### src/ppp_defines.vh
`ifndef PPP_DEFINES_VH
`define PPP_DEFINES_VH

// ****************************************************************
// Bus and register map (word index = byte address / 4)
// ****************************************************************
`define PPP_ADDR_W        8
`define PPP_IDX_W         6
`define PPP_IDX_DATA      6'h00
`define PPP_IDX_STATE     6'h01
`define PPP_IDX_CTRL      6'h02
`define PPP_IDX_IRQ_STAT  6'h03
`define PPP_IDX_IRQ_MASK  6'h04
`define PPP_RESP_OKAY     2'h0
`define PPP_RESP_SLVERR   2'h2
`define PPP_PAD24         24'h00_0000

// ****************************************************************
// Control register fields and reset value
// ****************************************************************
`define PPP_CTL_STROBE    0
`define PPP_CTL_AUTOFEED  1
`define PPP_CTL_CLEAR     2
`define PPP_CTL_SELECT    3
`define PPP_CTL_IRQ_EN    4
`define PPP_CTL_FLOW      5
`define PPP_CTL_RST       8'h00
`define PPP_DATA_RST      8'h00

// ****************************************************************
// State register fixed bits
// ****************************************************************
`define PPP_STATE_RSVD    2'h3

// ****************************************************************
// Event status / mask register
// ****************************************************************
`define PPP_EV_W          2
`define PPP_EV_ACK        0
`define PPP_EV_FAULT      1
`define PPP_EV_RST        2'h0
`define PPP_EV_PAD        6'h00

// ****************************************************************
// Pin synchroniser bit positions
// ****************************************************************
`define PPP_SYNC_W        14
`define PPP_SYNC_RST      14'h3fff
`define PPP_S_PD_HI       7
`define PPP_S_MODE        8
`define PPP_S_FAULT       9
`define PPP_S_SELECT      10
`define PPP_S_MEDIA       11
`define PPP_S_ACK         12
`define PPP_S_BUSY        13

`endif

### src/ppp_sync.v
`timescale 1ns/1ps
`include "ppp_defines.vh"

module ppp_sync #(
  parameter W = `PPP_SYNC_W,
  parameter [W-1:0] RST = `PPP_SYNC_RST
) (
  // Clock and reset
  input  wire         aclk,
  input  wire         aresetn,
  // Asynchronous levels in, synchronised levels out
  input  wire [W-1:0] d,
  output reg  [W-1:0] q
);

  reg [W-1:0] meta;

  // ****************************************************************
  // Two-stage synchroniser; only the second stage is visible
  // ****************************************************************
  always @(posedge aclk)
  begin
    if (!aresetn)
    begin
      meta <= RST;
      q    <= RST;
    end
    else
    begin
      meta <= d;
      q    <= meta;
    end
  end

endmodule // ppp_sync

### src/ppp_top.v
`timescale 1ns/1ps
`include "ppp_defines.vh"

module ppp_top (
  // Clock and reset
  input  wire        aclk,
  input  wire        aresetn,
  // AXI4-Lite write address
  input  wire [`PPP_ADDR_W-1:0] s_axi_awaddr,
  input  wire [2:0]  s_axi_awprot,
  input  wire        s_axi_awvalid,
  output wire        s_axi_awready,
  // AXI4-Lite write data
  input  wire [31:0] s_axi_wdata,
  input  wire [3:0]  s_axi_wstrb,
  input  wire        s_axi_wvalid,
  output wire        s_axi_wready,
  // AXI4-Lite write response
  output reg  [1:0]  s_axi_bresp,
  output reg         s_axi_bvalid,
  input  wire        s_axi_bready,
  // AXI4-Lite read address
  input  wire [`PPP_ADDR_W-1:0] s_axi_araddr,
  input  wire [2:0]  s_axi_arprot,
  input  wire        s_axi_arvalid,
  output wire        s_axi_arready,
  // AXI4-Lite read data
  output reg  [31:0] s_axi_rdata,
  output reg  [1:0]  s_axi_rresp,
  output reg         s_axi_rvalid,
  input  wire        s_axi_rready,
  // Mode strap pin
  input  wire        enhanced_mode_pin,
  // Printer data lines, split into in / out / enable
  input  wire [7:0]  parallel_data_lines_in,
  output wire [7:0]  parallel_data_lines_out,
  output reg         parallel_data_lines_oe_n,
  // Printer status inputs (pin levels)
  input  wire        fault_status_n,
  input  wire        online_select,
  input  wire        out_of_media,
  input  wire        handshake_return_n,
  input  wire        printer_busy,
  // Printer control outputs, active low on the connector
  output wire        data_strobe_ctl_n,
  output wire        auto_feed_ctl_n,
  output wire        printer_clear_n,
  output wire        select_request_n,
  // Printer interrupt pin, split into value / enable
  output wire        parallel_irq_out,
  output wire        parallel_irq_oe_n,
  // Interrupt to the system
  output wire        irq
);

  // ****************************************************************
  // Declarations
  // ****************************************************************
  wire [`PPP_SYNC_W-1:0] pins_raw;
  wire [`PPP_SYNC_W-1:0] pins;
  wire [7:0]             pd_live;
  wire                   mode_ext;
  wire                   flow_in;
  wire                   drive_lines;
  wire                   ack_rise;
  wire                   fault_fall;
  wire [`PPP_EV_W-1:0]   events;
  wire [7:0]             state_val;

  reg  [7:0]             data_latch;
  reg  [7:0]             ctrl;
  reg                    handshake_irq_flag;
  reg                    ack_prev;
  reg                    fault_prev;
  reg  [`PPP_EV_W-1:0]   ev_stat;
  reg  [`PPP_EV_W-1:0]   ev_mask;
  reg  [`PPP_EV_W-1:0]   next_ev_stat;

  reg                    aw_held;
  reg                    w_held;
  reg  [`PPP_IDX_W-1:0]  wr_idx;
  reg  [7:0]             wr_byte;
  reg                    wr_lane0;
  reg  [`PPP_IDX_W-1:0]  rd_idx;
  reg  [7:0]             rd_byte;
  reg                    rd_hit;
  reg                    wr_hit;

  wire                   wr_go;
  wire                   rd_go;
  wire                   wr_ok;
  wire                   rd_state;
  wire                   rd_evstat;

  // ****************************************************************
  // Pin synchronisation
  // ****************************************************************
  assign pins_raw = {printer_busy, handshake_return_n, out_of_media,
                     online_select, fault_status_n, enhanced_mode_pin,
                     parallel_data_lines_in};

  ppp_sync #(
    .W   (`PPP_SYNC_W),
    .RST (`PPP_SYNC_RST)
  ) u_sync (
    .aclk    (aclk),
    .aresetn (aresetn),
    .d       (pins_raw),
    .q       (pins)
  );

  assign pd_live  = pins[`PPP_S_PD_HI:0];
  assign mode_ext = pins[`PPP_S_MODE];
  assign flow_in  = ctrl[`PPP_CTL_FLOW];

  // Drivers off only in extended mode with flow set
  assign drive_lines = ~mode_ext | ~flow_in;

  // ****************************************************************
  // Data lines
  // ****************************************************************
  // Latch drives the lines whenever enabled; writes land immediately
  assign parallel_data_lines_out = data_latch;

  // Registered to keep the enable glitch-free at the pad
  always @(posedge aclk)
  begin
    if (!aresetn)
      parallel_data_lines_oe_n <= 1'b0;
    else
      parallel_data_lines_oe_n <= ~drive_lines;
  end

  // ****************************************************************
  // Control lines toward the printer
  // ****************************************************************
  assign data_strobe_ctl_n = ~ctrl[`PPP_CTL_STROBE];
  assign auto_feed_ctl_n   = ~ctrl[`PPP_CTL_AUTOFEED];
  assign printer_clear_n   = ctrl[`PPP_CTL_CLEAR];
  assign select_request_n  = ~ctrl[`PPP_CTL_SELECT];

  // Pin is high while the flag is cleared; floats when disabled
  assign parallel_irq_out  = ~handshake_irq_flag;
  assign parallel_irq_oe_n = ~ctrl[`PPP_CTL_IRQ_EN];

  // ****************************************************************
  // Handshake edge detection and interrupt flag
  // ****************************************************************
  // Release of the active-low handshake is a rising pin level
  assign ack_rise   = pins[`PPP_S_ACK] & ~ack_prev;
  assign fault_fall = ~pins[`PPP_S_FAULT] & fault_prev;
  assign events     = {fault_fall, ack_rise};

  always @(posedge aclk)
  begin
    if (!aresetn)
    begin
      ack_prev   <= 1'b1;
      fault_prev <= 1'b1;
    end
    else
    begin
      ack_prev   <= pins[`PPP_S_ACK];
      fault_prev <= pins[`PPP_S_FAULT];
    end
  end

  // A release in the same cycle as a state read wins, so none is lost
  always @(posedge aclk)
  begin
    if (!aresetn)
      handshake_irq_flag <= 1'b1;
    else if (ack_rise)
      handshake_irq_flag <= 1'b0;
    else if (rd_state)
      handshake_irq_flag <= 1'b1;
  end

  // Straight pin levels in bits 7:3, busy inverted; the latched handshake flag in bit 2, fixed ones in bits 1:0
  assign state_val = {~pins[`PPP_S_BUSY],
                      pins[`PPP_S_ACK],
                      pins[`PPP_S_MEDIA],
                      pins[`PPP_S_SELECT],
                      pins[`PPP_S_FAULT],
                      handshake_irq_flag,
                      `PPP_STATE_RSVD};

  // ****************************************************************
  // Sticky event status, read-to-clear, set wins
  // ****************************************************************
  always @*
  begin
    next_ev_stat = ev_stat;
    if (rd_evstat)
      next_ev_stat = {`PPP_EV_W{1'b0}};
    next_ev_stat = next_ev_stat | events;
  end

  always @(posedge aclk)
  begin
    if (!aresetn)
      ev_stat <= `PPP_EV_RST;
    else
      ev_stat <= next_ev_stat;
  end

  assign irq = |(ev_stat & ev_mask);

  // ****************************************************************
  // AXI4-Lite write channel
  // ****************************************************************
  assign s_axi_awready = ~aw_held & ~s_axi_bvalid;
  assign s_axi_wready  = ~w_held & ~s_axi_bvalid;
  assign wr_go         = aw_held & w_held & ~s_axi_bvalid;

  always @*
  begin
    case (wr_idx)
      `PPP_IDX_DATA, `PPP_IDX_STATE, `PPP_IDX_CTRL,
      `PPP_IDX_IRQ_STAT, `PPP_IDX_IRQ_MASK: wr_hit = 1'b1;
      default: wr_hit = 1'b0;
    endcase
  end

  // Only byte lane 0 carries register data
  assign wr_ok = wr_go & wr_hit & wr_lane0;

  always @(posedge aclk)
  begin
    if (!aresetn)
    begin
      aw_held      <= 1'b0;
      w_held       <= 1'b0;
      wr_idx       <= {`PPP_IDX_W{1'b0}};
      wr_byte      <= 8'h00;
      wr_lane0     <= 1'b0;
      s_axi_bvalid <= 1'b0;
      s_axi_bresp  <= `PPP_RESP_OKAY;
    end
    else
    begin
      if (s_axi_awvalid && s_axi_awready)
      begin
        aw_held <= 1'b1;
        wr_idx  <= s_axi_awaddr[`PPP_ADDR_W-1:2];
      end
      else if (wr_go)
        aw_held <= 1'b0;
      if (s_axi_wvalid && s_axi_wready)
      begin
        w_held   <= 1'b1;
        wr_byte  <= s_axi_wdata[7:0];
        wr_lane0 <= s_axi_wstrb[0];
      end
      else if (wr_go)
        w_held <= 1'b0;
      if (wr_go)
      begin
        s_axi_bvalid <= 1'b1;
        s_axi_bresp  <= wr_hit ? `PPP_RESP_OKAY : `PPP_RESP_SLVERR;
      end
      else if (s_axi_bready)
        s_axi_bvalid <= 1'b0;
    end
  end

  // ****************************************************************
  // Writable registers
  // ****************************************************************
  // State and event status ignore writes
  always @(posedge aclk)
  begin
    if (!aresetn)
    begin
      data_latch <= `PPP_DATA_RST;
      ctrl       <= `PPP_CTL_RST;
      ev_mask    <= `PPP_EV_RST;
    end
    else if (wr_ok)
    begin
      case (wr_idx)
        `PPP_IDX_DATA:     data_latch <= wr_byte;
        `PPP_IDX_CTRL:     ctrl       <= wr_byte;
        `PPP_IDX_IRQ_MASK: ev_mask    <= wr_byte[`PPP_EV_W-1:0];
        default:           ctrl       <= ctrl;
      endcase
    end
  end

  // ****************************************************************
  // AXI4-Lite read channel
  // ****************************************************************
  assign s_axi_arready = ~s_axi_rvalid;
  assign rd_go         = s_axi_arvalid & s_axi_arready;
  assign rd_state      = rd_go & (rd_idx == `PPP_IDX_STATE);
  assign rd_evstat     = rd_go & (rd_idx == `PPP_IDX_IRQ_STAT);

  always @*
  begin
    rd_idx  = s_axi_araddr[`PPP_ADDR_W-1:2];
    rd_hit  = 1'b1;
    rd_byte = 8'h00;
    case (rd_idx)
      `PPP_IDX_DATA:
      begin
        // Live lines only when extended mode has released them
        if (mode_ext && flow_in)
          rd_byte = pd_live;
        else
          rd_byte = data_latch;
      end
      `PPP_IDX_STATE:    rd_byte = state_val;
      `PPP_IDX_CTRL:     rd_byte = ctrl;
      `PPP_IDX_IRQ_STAT: rd_byte = {`PPP_EV_PAD, ev_stat};
      `PPP_IDX_IRQ_MASK: rd_byte = {`PPP_EV_PAD, ev_mask};
      default:           rd_hit  = 1'b0;
    endcase
  end

  always @(posedge aclk)
  begin
    if (!aresetn)
    begin
      s_axi_rvalid <= 1'b0;
      s_axi_rdata  <= 32'h0000_0000;
      s_axi_rresp  <= `PPP_RESP_OKAY;
    end
    else if (rd_go)
    begin
      s_axi_rvalid <= 1'b1;
      s_axi_rdata  <= {`PPP_PAD24, rd_byte};
      s_axi_rresp  <= rd_hit ? `PPP_RESP_OKAY : `PPP_RESP_SLVERR;
    end
    else if (s_axi_rready)
      s_axi_rvalid <= 1'b0;
  end

endmodule // ppp_top

### config.mk
export PLATFORM = sky130hd
export DESIGN_NAME = ppp_top
export DESIGN_NICKNAME = d
export VERILOG_FILES = /design/src/ppp_sync.v /design/src/ppp_top.v
export VERILOG_INCLUDE_DIRS = /design/src
export SDC_FILE = /design/constraint.sdc
export NUM_CORES = 1
export LEC_CHECK = 0
export ABC_AREA = 1
export BUFFER_PORTS_ARGS = -buffer_cell sky130_fd_sc_hd__buf_4
export CAP_MARGIN = 20
export CORE_UTILIZATION = 48
export DETAILED_ROUTE_END_ITERATION = 10
export PLACE_DENSITY = 0.8
export SETUP_SLACK_MARGIN = 0.15
export SYNTH_ARGS = -nofsm -noshare
export SYNTH_HDL_FRONTEND = slang
export SYNTH_SLANG_ARGS = --single-unit
### constraint.sdc
create_clock -name aclk -period 2 [get_ports aclk]
set_clock_uncertainty 0.2 [all_clocks]
set_input_delay 0.4 -clock aclk [delete_from_list [all_inputs] [get_ports aclk]]
set_output_delay 0.4 -clock aclk [all_outputs]
set_load 0.005 [all_outputs]
==> results.json <==
{
  "status": "finished clean",
  "required_ns": 1.40,
  "cts-root-buf": "clkbuf_8",
  "antenna_found_initial": 0,
  "synth_top_area_cell": "dfxtp_1",
  "max_stage_delay_ns": 0.39,
  "dp.cells": 570,
  "syn-instance-count": 430,
  "fin_nets": 580,
  "ir_drop_uv": 532,
  "syn_to_final_growth_pct": 21.9,
  "min_period_ns": 1.74,
  "drc": 0,
  "cellPowerDensity_nw_per_um2": 805,
  "port_buffers": 72,
  "crit_type": "register to output pin",
  "layout_setup_ws_ns": 0.259,
  "min_from": "enhanced_mode_pin",
  "cp.arrival_ns": 1.14,
  "vias": 2811,
  "path_cells": "nor2_1, buf_4",
  "synth_top_flop_cell": "dfxtp_1",
  "ys_top_cells_by_area": "dfxtp_1, nand2_1, buf_4",
  "boundaryPins": 136,
  "synth_area_um2": 3350,
  "period_share_pct": 87.0,
  "n_antenna_cell": 0,
  "synth.distinct_cells": 24,
  "cp_slowest_cell": "dfxtp_1",
  "grt_max_degree": 41,
  "vias_per_cell": 4.80,
  "clock_path_buffers": 2,
  "synth_top_area_share_pct": 48.4,
  "overflow": 0,
  "dpl_cell_area_um2": 3870,
  "synth_seq_area_share_pct": 48.4,
  "hold_depth": 2,
  "wl_um": 6870,
  "cts_hold_buf": 0,
  "async_reset_ff_share_pct": 0,
  "final_area_um2": 4080,
  "synth_common_cells": "dfxtp_1, nand2_1, nor2_1",
  "hold_class": "primary input to register",
  "cap_viol_max_count": 0,
  "critPathCaptureType": "output pin",
  "ctsHtreeMaxLevel": 3,
  "critPathLaunch": "s_axi_bvalid",
  "start_util_pct": 49.6,
  "die-area_um2": 7320,
  "startpoint_type": "register",
  "cts_tree": "yes",
  "final-setup-viol-count": 0,
  "path_clk_slew_ns": 0.08,
  "cts_resized": 0,
  "maxSlewViolCount": 0,
  "grt_pass1_vias": 2580,
  "syn-mean-instance-area_um2": 7.79,
  "post_drt_wl_per_cell_um": 11.7,
  "first_pass_iters": 4,
  "placementRows": 30,
  "ys.warnings.count": 0,
  "r2r_start": "w_held",
  "core_area_um2": 6760,
  "dp_hpwl_um": 5070,
  "dr.first_iter.drc_count": 126,
  "grt_pass1_wl_um": 11400,
  "post-cts-setup-buffer-count": 0,
  "drive_gt1_share_pct": 26.9,
  "synth.most_common_cell": "dfxtp_1",
  "reg2reg_depth": 5,
  "ant_nets": 0,
  "fp.dieH_um": 85.5,
  "die_w_um": 85.5,
  "path_max_fanout": 5,
  "fmax_mhz": 575,
  "synth-seq-cells": 81,
  "slew_headroom_pct": 66.3,
  "rsz0062_at_grt": "false",
  "instances_no_fill": 586,
  "hold_violations": 0,
  "power.leakage_nw": 1.91,
  "post-place-ws_ns": 0.283,
  "fin_setup_tns_ns": 0,
  "cts_made_buffers": 9,
  "grt_usage_pct": 20.2,
  "clkSinkCount": 81,
  "place.gp.congestion": 0.905,
  "synth_edf_count": 0,
  "worstMarginPinSlew_ns": 0.503,
  "insertion_delay_ns": 0.35
}
[cell families (layout without fill, tap and decap cells)]
| group | after synthesis | after routing | synth area share [%] |
|---|---|---|---|
| AND/OR/NAND/NOR | 196 | 196 | 28.1 |
| buffers and inverters | 82 | 133 | 12.6 |
| AO/OA/AOI/OAI | 70 | 70 | 10.8 |
| flip-flops | 81 | 81 | 48.4 |
| other | 1 | 26 | 0.112 |
[power by group]
group          switching (W)  internal [W]  leakage, nW
sequential         0.0000422       0.00168        0.665
clock               0.000593      0.000651        0.102
combinational       0.000172      0.000147         1.14
[layout by cell type (no fill, tap or decap)]
master / count
inv_1: 37
nor2_2: 4
nor3_2: 1
inv_6: 1
nor2_4: 3
o21a_1: 1
clkinv_4: 1
nor3_1: 1
nand2_1: 74
buf_12: 1
o21ai_0: 31
nand3_1: 22
nor2_1: 43
buf_4: 78
nand3_2: 1
conb_1: 26
a21oi_1: 36
a22o_1: 2
nand4_4: 1
nand2_2: 1
nand4_1: 16
bufinv_16: 1
or2_2: 29
inv_2: 1
clkinvlp_4: 2
clkbuf_8: 11
dfxtp_1: 81
[metal layers]
metal,GRT usage (%),vias to the layer above,wire (µm)
met5,0,-,0
li1,-,1466,-
met4,8.33,0,78
met2,36.3,68,3560
met3,5.77,8,325
met1,22.2,1269,2900
[worst max-delay path: cells and delay by family, from the launching register on]
| family | cells | cell delay (ns) |
|---|---|---|
| buf+inv | 1 | 0.16 |
| flops | 1 | 0.39 |
| simple gates | 1 | 0.24 |
[layout make-up]
| cell class | count | area [µm²] |
|---|---|---|
| multi-input cells | 292 | 1400 |
| clock buffers | 11 | 151 |
| flip-flops and latches | 81 | 1620 |
| repair buffers | 79 | 606 |
| well taps | 80 | 100 |
| inverters | 38 | 143 |
| clock inverters | 5 | 62.6 |
| fillers | 610 | 2670 |
[path summary, 6_finish.rpt]
check	endpoint	slack, ns
worst max-delay path	s_axi_awready	0.26
worst min-delay path	u_sync.meta[8]	0.03
worst max register to register	parallel_data_lines_out[5]	0.41
worst min register to register	u_sync.q[7]	0.21
[metrics by stage]
step	utilization, %	hold slack (ns)	total power (W)
after floorplan	-	0.193	0.00198
after global placement	57.3	0.196	0.00207
after detailed placement	57.3	0.198	0.00208
after CTS	60.4	0.0126	0.00332
after global routing	60.4	0.0144	0.00344
final	60.4	0.0283	0.00329
[registers in the layout (all words and copies together), names as in the netlist, 2 cells and up]
name	count
u_sync.meta	14
wr_idx	6
s_axi_rdata	8
u_sync.q	14
ctrl	8
parallel_data_lines_out	8
ev_mask	2
wr_byte	8
ev_stat	2
No activity file was read; power rests on OpenSTA's default activity.
